==> config.mk <==
export PLATFORM = sky130hd
export DESIGN_NAME = dcc_top
export DESIGN_NICKNAME = d
export VERILOG_FILES = /design/src/dcc_pkg.sv /design/src/dcc_channel.sv /design/src/dcc_top.sv
export SDC_FILE = /design/constraint.sdc
export NUM_CORES = 1
export LEC_CHECK = 0
export BUFFER_PORTS_ARGS = -buffer_cell sky130_fd_sc_hd__buf_2
export CORE_MARGIN = 10
export CORE_UTILIZATION = 45
export CTS_CLUSTER_DIAMETER = 50
export DETAILED_ROUTE_END_ITERATION = 8
export GPL_TIMING_DRIVEN = 0
export MAX_ROUTING_LAYER = met4
export PLACE_DENSITY_LB_ADDON = 0.2
export SLEW_MARGIN = 15
export SYNTH_ARGS = -nofsm -noshare
export SYNTH_HDL_FRONTEND = slang
export SYNTH_SLANG_ARGS = --single-unit
==> constraint.sdc <==
create_clock -name pclk -period 4.4 [get_ports pclk]
set_input_delay 0.22 -clock pclk [delete_from_list [all_inputs] [get_ports pclk]]
set_output_delay 0.22 -clock pclk [all_outputs]
set_load 0.02 [all_outputs]
==> src/dcc_pkg.sv <==
// Package for the dual comparator control block: offsets, fields, types
package dcc_pkg;

  // ------------------------------------------------------------
  // Register byte addresses on APB
  // ------------------------------------------------------------
  localparam logic [15:0] DCC_REF_IDX      = 16'hFFCB;  // printed offset, used as index
  localparam logic [17:0] DCC_REF_ADDR     = {DCC_REF_IDX, 2'b00};
  localparam logic [17:0] DCC_CTL1_ADDR    = 18'h00000;
  localparam logic [17:0] DCC_CTL2_ADDR    = 18'h00004;
  localparam logic [17:0] DCC_IRQEN_ADDR   = 18'h00008;
  localparam logic [17:0] DCC_PWR_ADDR     = 18'h0000C;
  localparam logic [17:0] DCC_STAT_ADDR    = 18'h00010;
  localparam logic [17:0] DCC_CLR_ADDR     = 18'h00014;
  localparam logic [17:0] DCC_EVEN_ADDR    = 18'h00018;

  // ------------------------------------------------------------
  // Field positions
  // ------------------------------------------------------------
  localparam int DCC_REF1_LSB   = 0;
  localparam int DCC_REF2_LSB   = 4;
  localparam int DCC_CE_BIT     = 5;
  localparam int DCC_CP_BIT     = 4;
  localparam int DCC_CN_BIT     = 3;
  localparam int DCC_OE_BIT     = 2;
  localparam int DCC_CO_BIT     = 1;
  localparam int DCC_CMF_BIT    = 0;
  localparam int DCC_EC_BIT     = 0;
  localparam int DCC_EA_BIT     = 1;
  localparam int DCC_PWRDN_BIT  = 5;
  localparam int DCC_NCMP       = 2;

  // ------------------------------------------------------------
  // Reset values and masks
  // ------------------------------------------------------------
  localparam logic [7:0] DCC_REF_RST   = 8'h00;
  localparam logic [7:0] DCC_REF_MASK  = 8'h77;
  localparam logic [5:0] DCC_CTL_RST   = 6'h00;
  localparam logic [2:0] DCC_BANDGAP   = 3'h0;

  // ------------------------------------------------------------
  // Types
  // ------------------------------------------------------------
  typedef struct packed {
    logic       enable;
    logic       pos_sel;
    logic       neg_sel;
    logic       pin_en;
    logic [2:0] ref_code;
  } dcc_cfg_s;

  typedef enum logic [1:0] {
    DCC_RUN      = 2'b00,
    DCC_IDLE     = 2'b01,
    DCC_PDOWN    = 2'b10,
    DCC_TOTAL_PD = 2'b11
  } dcc_pmode_e;

endpackage : dcc_pkg

==> src/dcc_channel.sv <==
// One comparator channel: synchroniser, forced-high output, change flag
module dcc_channel
  import dcc_pkg::*;
(
  // Clock and reset
  input  wire logic pclk,
  input  wire logic presetn,
  // Control
  input  wire logic enabled,
  input  wire logic flag_clr,
  // Analog core
  input  wire logic raw_out,
  // Results
  output logic      synced_out,
  output logic      flag
);

  logic sync1_r;
  logic sync2_r;
  logic prev_r;
  logic flag_r;
  logic out_nxt;

  // Two flops before any logic reads the asynchronous core output
  always_ff @(posedge pclk or negedge presetn) begin
    if (!presetn) begin
      sync1_r <= 1'b0;
      sync2_r <= 1'b0;
    end else begin
      sync1_r <= raw_out;
      sync2_r <= sync1_r;
    end
  end

  // Disabled comparator reads high
  assign out_nxt = enabled ? sync2_r : 1'b1;

  // Previous output; forced high counts as a change too
  always_ff @(posedge pclk or negedge presetn) begin
    if (!presetn) begin
      prev_r <= 1'b0;
    end else begin
      prev_r <= out_nxt;
    end
  end

  // Sticky flag, set wins over a software clear
  always_ff @(posedge pclk or negedge presetn) begin
    if (!presetn) begin
      flag_r <= 1'b0;
    end else if (out_nxt != prev_r) begin
      flag_r <= 1'b1;
    end else if (flag_clr) begin
      flag_r <= 1'b0;
    end
  end

  assign synced_out = prev_r;
  assign flag       = flag_r;

endmodule // dcc_channel

==> src/dcc_top.sv <==
// Dual comparator control: APB registers, flags, interrupt, power control
// How it works
// - Bits 2:0 pick comparator one reference
// - Bits 6:4 pick comparator two reference
// - Each comparator has independent reference code
// - Output change either way sets flag
// - Both flags share one interrupt request
// - Interrupt needs comparator and global enables
// - Disabled comparator output reads high
// - Disabling a low output sets flag
// - Total power-down disables both comparators
// - Enabled change wakes processor in idle and power-down only
// - Power removed when disabled and bit five
// - Control bits: enable, selects, pin, output, flag
// - Output bit synchronised to CPU clock
// - Hardware sets flag, only software clears
//
// The implementer's own choice: the APB register port.
module dcc_top
  import dcc_pkg::*;
(
  // APB clock and reset
  input  wire logic        pclk,
  input  wire logic        presetn,
  // APB slave
  input  wire logic        psel,
  input  wire logic        penable,
  input  wire logic        pwrite,
  input  wire logic [17:0] paddr,
  input  wire logic [31:0] pwdata,
  input  wire logic [3:0]  pstrb,
  output logic      [31:0] prdata,
  output logic             pready,
  output logic             pslverr,
  // Power mode from the system
  input  wire logic [1:0]  power_mode,
  // Analog comparator cores
  input  wire logic        comp1_raw,
  input  wire logic        comp2_raw,
  output logic             comp1_enable,
  output logic             comp2_enable,
  output logic             comp1_pos_sel,
  output logic             comp2_pos_sel,
  output logic             comp1_neg_sel,
  output logic             comp2_neg_sel,
  output logic             comp1_pin_en,
  output logic             comp2_pin_en,
  output logic [2:0]       first_reference_code,
  output logic [2:0]       second_reference_code,
  output logic             comp_power_off,
  // Interrupts
  output logic             irq,
  output logic             wake
);

  // ------------------------------------------------------------
  // Registers
  // ------------------------------------------------------------
  logic [7:0] ref_r;
  logic [5:2] ctl_r [DCC_NCMP];
  logic [1:0] irqen_r;
  logic       pwr_r;
  logic [1:0] even_r;
  logic [1:0] pmode_sync1_r;
  logic [1:0] pmode_sync2_r;
  logic [1:0] flag;
  logic [1:0] synced_comparator_output;
  logic [1:0] flag_clr;
  logic [1:0] comp_on;
  logic       total_pd;
  logic       wr_en;
  logic       rd_en;
  logic       addr_ok;
  logic [31:0] rd_data;
  dcc_pmode_e pmode;

  assign wr_en = psel & penable & pwrite & pready;
  assign rd_en = psel & penable & ~pwrite & pready;

  // ------------------------------------------------------------
  // Power mode input synchroniser
  // ------------------------------------------------------------
  // Mode comes from another power controller, so treat it as asynchronous
  always_ff @(posedge pclk or negedge presetn) begin
    if (!presetn) begin
      pmode_sync1_r <= 2'b00;
      pmode_sync2_r <= 2'b00;
    end else begin
      pmode_sync1_r <= power_mode;
      pmode_sync2_r <= pmode_sync1_r;
    end
  end

  assign pmode    = dcc_pmode_e'(pmode_sync2_r);
  assign total_pd = (pmode == DCC_TOTAL_PD);

  // ------------------------------------------------------------
  // Reference select register
  // ------------------------------------------------------------
  always_ff @(posedge pclk or negedge presetn) begin
    if (!presetn) begin
      ref_r <= DCC_REF_RST;
    end else if (wr_en && paddr == DCC_REF_ADDR && pstrb[0]) begin
      ref_r <= pwdata[7:0] & DCC_REF_MASK;
    end
  end

  // ------------------------------------------------------------
  // Comparator control registers (enable, selects, pin enable)
  // ------------------------------------------------------------
  // Total power-down clears the enable so software sees it off afterwards
  always_ff @(posedge pclk or negedge presetn) begin
    if (!presetn) begin
      ctl_r[0] <= DCC_CTL_RST[5:2];
      ctl_r[1] <= DCC_CTL_RST[5:2];
    end else begin
      if (wr_en && paddr == DCC_CTL1_ADDR && pstrb[0]) begin
        ctl_r[0] <= pwdata[DCC_CE_BIT:DCC_OE_BIT];
      end
      if (wr_en && paddr == DCC_CTL2_ADDR && pstrb[0]) begin
        ctl_r[1] <= pwdata[DCC_CE_BIT:DCC_OE_BIT];
      end
      if (total_pd) begin
        ctl_r[0][DCC_CE_BIT] <= 1'b0;
        ctl_r[1][DCC_CE_BIT] <= 1'b0;
      end
    end
  end

  // Idle and power-down leave enabled comparators running
  assign comp_on[0] = ctl_r[0][DCC_CE_BIT] & ~total_pd;
  assign comp_on[1] = ctl_r[1][DCC_CE_BIT] & ~total_pd;

  // ------------------------------------------------------------
  // Interrupt enables, power control, event enables
  // ------------------------------------------------------------
  always_ff @(posedge pclk or negedge presetn) begin
    if (!presetn) begin
      irqen_r <= 2'b00;
      pwr_r   <= 1'b0;
      even_r  <= 2'b00;
    end else if (wr_en && pstrb[0]) begin
      if (paddr == DCC_IRQEN_ADDR) begin
        irqen_r <= {pwdata[DCC_EA_BIT], pwdata[DCC_EC_BIT]};
      end
      if (paddr == DCC_PWR_ADDR) begin
        pwr_r <= pwdata[DCC_PWRDN_BIT];
      end
      if (paddr == DCC_EVEN_ADDR) begin
        even_r <= pwdata[1:0];
      end
    end
  end

  // ------------------------------------------------------------
  // Flag clears: via control register bit 0 written 0, or clear reg
  // ------------------------------------------------------------
  // Only software clears; the channel lets a new change win
  always_comb begin
    flag_clr = 2'b00;
    if (wr_en && pstrb[0]) begin
      if (paddr == DCC_CTL1_ADDR && !pwdata[DCC_CMF_BIT]) begin
        flag_clr[0] = 1'b1;
      end
      if (paddr == DCC_CTL2_ADDR && !pwdata[DCC_CMF_BIT]) begin
        flag_clr[1] = 1'b1;
      end
      if (paddr == DCC_CLR_ADDR) begin
        flag_clr = flag_clr | pwdata[1:0];
      end
    end
  end

  // ------------------------------------------------------------
  // Comparator channels
  // ------------------------------------------------------------
  dcc_channel u_ch1 (
    .pclk       (pclk),
    .presetn    (presetn),
    .enabled    (comp_on[0]),
    .flag_clr   (flag_clr[0]),
    .raw_out    (comp1_raw),
    .synced_out (synced_comparator_output[0]),
    .flag       (flag[0])
  );

  dcc_channel u_ch2 (
    .pclk       (pclk),
    .presetn    (presetn),
    .enabled    (comp_on[1]),
    .flag_clr   (flag_clr[1]),
    .raw_out    (comp2_raw),
    .synced_out (synced_comparator_output[1]),
    .flag       (flag[1])
  );

  // ------------------------------------------------------------
  // Interrupt and wake outputs
  // ------------------------------------------------------------
  // One shared request; the status register tells the source apart
  always_ff @(posedge pclk or negedge presetn) begin
    if (!presetn) begin
      irq  <= 1'b0;
      wake <= 1'b0;
    end else begin
      irq  <= |(flag & even_r) & irqen_r[0] & irqen_r[1];
      wake <= |(flag & even_r) & irqen_r[0] & irqen_r[1]
              & (pmode != DCC_RUN) & ~total_pd;
    end
  end

  // ------------------------------------------------------------
  // Analog-facing outputs, all registered
  // ------------------------------------------------------------
  always_ff @(posedge pclk or negedge presetn) begin
    if (!presetn) begin
      comp1_enable          <= 1'b0;
      comp2_enable          <= 1'b0;
      comp1_pos_sel         <= 1'b0;
      comp2_pos_sel         <= 1'b0;
      comp1_neg_sel         <= 1'b0;
      comp2_neg_sel         <= 1'b0;
      comp1_pin_en          <= 1'b0;
      comp2_pin_en          <= 1'b0;
      first_reference_code  <= DCC_BANDGAP;
      second_reference_code <= DCC_BANDGAP;
      comp_power_off        <= 1'b0;
    end else begin
      comp1_enable          <= comp_on[0];
      comp2_enable          <= comp_on[1];
      comp1_pos_sel         <= ctl_r[0][DCC_CP_BIT];
      comp2_pos_sel         <= ctl_r[1][DCC_CP_BIT];
      comp1_neg_sel         <= ctl_r[0][DCC_CN_BIT];
      comp2_neg_sel         <= ctl_r[1][DCC_CN_BIT];
      comp1_pin_en          <= ctl_r[0][DCC_OE_BIT] & comp_on[0];
      comp2_pin_en          <= ctl_r[1][DCC_OE_BIT] & comp_on[1];
      first_reference_code  <= ref_r[DCC_REF1_LSB +: 3];
      second_reference_code <= ref_r[DCC_REF2_LSB +: 3];
      // Total power-down also cuts power, whatever the control bit says
      comp_power_off        <= (~comp_on[0] & ~comp_on[1] & pwr_r) | total_pd;
    end
  end

  // ------------------------------------------------------------
  // APB read mux
  // ------------------------------------------------------------
  always_comb begin
    rd_data = 32'h0000_0000;
    addr_ok = 1'b1;
    unique case (paddr)
      DCC_REF_ADDR:   rd_data[7:0] = ref_r;
      DCC_CTL1_ADDR:  rd_data[5:0] = {ctl_r[0], synced_comparator_output[0], flag[0]};
      DCC_CTL2_ADDR:  rd_data[5:0] = {ctl_r[1], synced_comparator_output[1], flag[1]};
      DCC_IRQEN_ADDR: rd_data[1:0] = irqen_r;
      DCC_PWR_ADDR:   rd_data[DCC_PWRDN_BIT] = pwr_r;
      DCC_STAT_ADDR:  rd_data[1:0] = flag;
      DCC_CLR_ADDR:   rd_data = 32'h0000_0000;
      DCC_EVEN_ADDR:  rd_data[1:0] = even_r;
      default:        addr_ok = 1'b0;
    endcase
  end

  // Zero-wait answers; unmapped addresses get an error response
  always_ff @(posedge pclk or negedge presetn) begin
    if (!presetn) begin
      prdata  <= 32'h0000_0000;
      pready  <= 1'b0;
      pslverr <= 1'b0;
    end else begin
      pready  <= psel & ~penable;
      pslverr <= psel & ~penable & ~addr_ok;
      if (psel && !penable && !pwrite) begin
        prdata <= rd_data;
      end
    end
  end

  logic unused_rd;
  assign unused_rd = rd_en;

endmodule // dcc_top

# Word-level counts from Yosys, hierarchy flattened
# Cells that the tools add are included.
# totals
regBits	58
output_inout_bits	51
# op_classes
n_eq_ne	10
mux	21
bitwise	23
n_reduce_logical	25
# ops
op	count
18-bit by 5-bit == test with 1-bit output (second input constant)	3
18-bit by 4-bit == test with 1-bit output (second input constant)	2
18-bit == test (second input constant)	1
18-bit by 3-bit == test with 1-bit output (second input constant)	1
18-bit zero test	1
1-bit AND	15
1-bit 2-to-1 mux	14
2-bit one-hot mux with 6 select lines	1
1-bit logical AND	11
2-bit nonzero test	5
3-bit one-hot mux with 3 select lines	1
4-bit 2-to-1 mux	2
8-bit OR reduction	1
2-bit AND reduction	3
1-bit NOT	5
2-bit 2-to-1 mux	2
1-bit one-hot mux with 4 select lines	1
1-bit zero test	3
2-bit AND	1
2-bit == test (second input constant)	1
1-bit inequality test	2
2-bit OR	1
2-bit OR reduction	1
1-bit OR	1

# Depth between registers and ports, before layout
# depth
word_depth	10
mapped_depth	7

# Modules after synthesis
# From an unflattened synthesis, not the netlist that was laid out.
# unflattened
hier_cells	217
hier_area_um2	2557.5
# modules_own_cells
module	instances	cells_each	area_each_um2	seq_area_each_um2
dcc_top	1	201	2294.7	1226.2
dcc_channel	2	8	131.4	100.1

# Worst setup path after synthesis
# OpenSTA, ideal clock, no wires.
# synth_timing
path_kind	input port to flip-flop
from	input paddr[7]
to	register ctl_r[0] (netlist name)
setup_time_ns	0.125
arrival_time_ns	1.587
slack_ns	2.688
stages	5
path_buffers	1
cell_sequence	or4_4 > nor2_4 > and4_1 > buf_4 > mux2_2
# synth_between
elab_chain_len	3
# synth_lines
element	line	text
from (decl)	dcc_top.sv:29	input wire logic [17:0] paddr,
18-bit by 3-bit == test with 1-bit output	dcc_top.sv:120	if (wr_en && paddr == DCC_CTL2_ADDR && pstrb[0]) begin
1-bit logical AND (2 in a row)	dcc_top.sv:120	
to (decl)	dcc_top.sv:60	logic [5:2] ctl_r [DCC_NCMP];
# No other way between the ends.
# A chain may end at the register's enable or synchronous reset.

# Worst setup path after layout
# layout_timing
from	register pready
to	register ctl_r[1] (netlist name)
# layout_between
elab_chain_len	3
# layout_lines
element	line	text
from (decl)	dcc_top.sv:33	output logic pready,
from (signal assigned)	dcc_top.sv:270	pready <= psel & ~penable;
1-bit AND	dcc_top.sv:77	assign wr_en = psel & penable & pwrite & pready;
1-bit logical AND (2 in a row)	dcc_top.sv:120	
# No other way between the ends.

==> results by group <==
Status
  • Status: complete, no violations

Clock network
  • Clock root buffer: clkbuf_8
  • Post-CTS Resized: 0
  • Number of buffers created by CTS: 9
  • Clk pin slew, worst setup/hold paths: around 0.070 ns
  • CTS sink count: 57
  • Clock Path Buffers: 2
  • # Post-CTS Setup Buffers: 0
  • CTS H-tree lvls: 3
  • Skew-Pair Late Insertion Delay: 0.33 ns
  • Post-cts hold buffer count: 5
  • TritonCTS clock tree: yes

Detailed routing
  • Via-per-instance ratio: 4.97
  • Starting DRC count in detailed routing: 114
  • DRT antenna net count: 0
  • Total number of vias: roughly 1.9k
  • DRT Pass-1 Iters: 4
  • Routed WL per cell: 15.9 um
  • Post-Route WL: 6.09 mm
  • Drt drc: 0

Setup path
  • Critical Path Source Type: register
  • Cells on worst reg2reg path: 5
  • Worst-path maximum fanout: 6
  • Required time of the critical path: 4.61 ns
  • Flop2flop setup slack: around 2.6 ns
  • Arr. time, crit path: 1.99 ns
  • Crit. Startpoint: pready
  • RR Endpoint: ctl_r[1]
  • Crit. End Element: register
  • Reg2Reg Launch Point: pready
  • CP Class: reg2reg
  • Crit path capture: ctl_r[1]

Synth
  • Yosys reg bits: 57
  • Synth Instances: 208
  • Yosys top cell by area: dfrtp_1
  • YS warnings: 0
  • Most frequent cell after synthesis: dfrtp_1
  • Top post-synthesis cells by area: dfrtp_1 57%, mux2_2 9.8%, buf_4 8.1%
  • Prevailing post-synth register cell: dfrtp_1
  • Synth cell types: 39
  • Seq/Total Area, Yosys: 0.567
  • Async S/R FF share, synth: 1.00
  • Mapped Area: roughly 0.0025 sq mm
  • Average size of a mapped cell: ~12 sq um
  • Share of the synthesized area in the top cell type: 0.567
  • EDFF count, synth: 0
  • Synth cell count leaders: 57 x dfrtp_1, 27 x buf_4, 22 x mux2_2

STA
  • Final hold violation count: 0
  • Final setup fails: 0
  • WHS: 0.129 ns
  • Fmax: approximately 0.56 GHz
  • Worst Skew: about 0.010 ns
  • Fin crit share: 0.403
  • Fin. max-slew vios: 0
  • Worst-margin pin slew: around 0.7 ns
  • Min Tclk post-route: 1.77 ns
  • RSZ-0062 raised after global routing: no
  • Setup TNS: 0 ns
  • Slew Limit Headroom: 0.532
  • Setup ws final: about 2.6 ns

GRT
  • GRT overflow: 0
  • Pin count of the biggest net entering global routing: 58
  • Global-route wire length before repair: 9.71 mm
  • Initial antenna violation count: 0
  • Aggregate global-route resource usage: 0.144
  • Vias in the first global route: 1991

Floorplan
  • Vert. Die Dim: 94.8 um
  • Die width: 94.8 um
  • Die area: 0.00898 sq mm
  • Initial Util: 0.460
  • Num rows: 27
  • # IOs: 114
  • Core area: 0.00547 sq mm

Run
  • Maxcap violations: 0

Min path
  • Hold crit path type: in2reg

Finish
  • Post-route cell area: 0.00327 sq mm
  • Nets: 370
  • Share of layout cells above drive strength 1: 0.420
  • N_diodes: 0
  • Area Growth Syn to Fin: 30.1%
  • Post-layout util: 0.598

Power
  • PwrDens: 366 mW/mm^2
  • Static leakage: 1.71 nW
  • Worst vdd rail ir drop: 278 uV

Place
  • Pre-CTS WS: between 2 and 2.5 ns
  • GP Congestion: 0.883
  • Port bufs: between 50 and 60
  • DP Area: between 0.002 and 0.003 sq mm
  • Hpwl dp: 4.40 mm
[worst min-delay path by stage]
stage,slack (ns),endpoint,depth (start not counted),from
2_1_floorplan,-0.08,comp1_enable,0,presetn
3_3_place_gp,0.33,u_ch2.sync1_r,1,comp2_raw
3_5_place_dp,0.32,comp1_pin_en,1,presetn
4_1_cts,0.12,ctl_r[5],2,pwdata[3]
5_1_grt,0.12,ctl_r[5],2,pwdata[3]
6_report,0.13,ctl_r[5],2,pwdata[3]
[cell type report]
cell class	instances	area, sq um
clock buffers	11	151
fillers	497	2200
well taps	72	90.1
flip-flops and latches	57	1430
clock inverters	5	77.6
plain buffers	30	214
inverters	2	7.51
multi-input cells	143	958
repair buffers	64	348
[state kept, by name, summed over array words and instances (netlist names), 2 cells and up]
name,cells
ref_r,6
irqen_r,2
pmode,2
prdata,7
first_reference_code,3
second_reference_code,3
pmode_sync1_r,2
even_r,2
ctl_r,8
[placed cells by master, fill, tap and decap left out, types with 4 or more instances in the layout]
| cell | n |
|---|---|
| nor4_1 | 4 |
| clkbuf_8 | 11 |
| buf_4 | 28 |
| dfrtp_1 | 57 |
| nand4_1 | 7 |
| nand2_1 | 13 |
| nand3_1 | 5 |
| o21ai_0 | 4 |
| buf_2 | 58 |
| a32oi_1 | 5 |
| nor2_1 | 11 |
| dlygate4sd3_1 | 5 |
| nand2b_1 | 4 |
| conb_1 | 25 |
| a21oi_1 | 8 |
| mux2_2 | 22 |
[metrics by stage]
step	power, mW	std cells
floorplan	0.609	232
global placement	0.651	363
detailed placement	0.653	363
CTS	1.21	384
global route	1.25	384
finish	1.20	384
[kinds of logic after synthesis]
family	after synthesis	share of synthesized area
AO/OA/AOI/OAI	25	0.0686
XOR/XNOR	3	0.0104
buffers and inverters	32	0.0880
flip-flops	57	0.567
multiplexers	25	0.110
other	1	0.00149
AND/OR/NAND/NOR	65	0.154
[power breakdown]
| part | switching, mW | internal (mW) | total [mW] | leakage (nW) |
|---|---|---|---|---|
| clock | 0.203 | 0.347 | 0.551 | 0.115 |
| sequential | 0.00475 | 0.534 | 0.538 | 0.748 |
| combinational | 0.0666 | 0.0419 | 0.109 | 0.851 |
[worst max-delay path, stage by stage, from the launching register on]
cell	delay, ns
dfrtp_1	0.35
nand4_1	0.15
nor2_1	0.41
and4_1	0.28
buf_4	0.15
mux2_2	0.33
[per-layer routing]
metal  up-vias  part of all wire  track usage
met3         8              0.11       0.0619
li1        907                 -            -
met1       906              0.41        0.163
met4         0             0.012       0.0623
met5         -                 0            -
met2        86              0.47        0.220
Power figures use the tool's default switching activity.
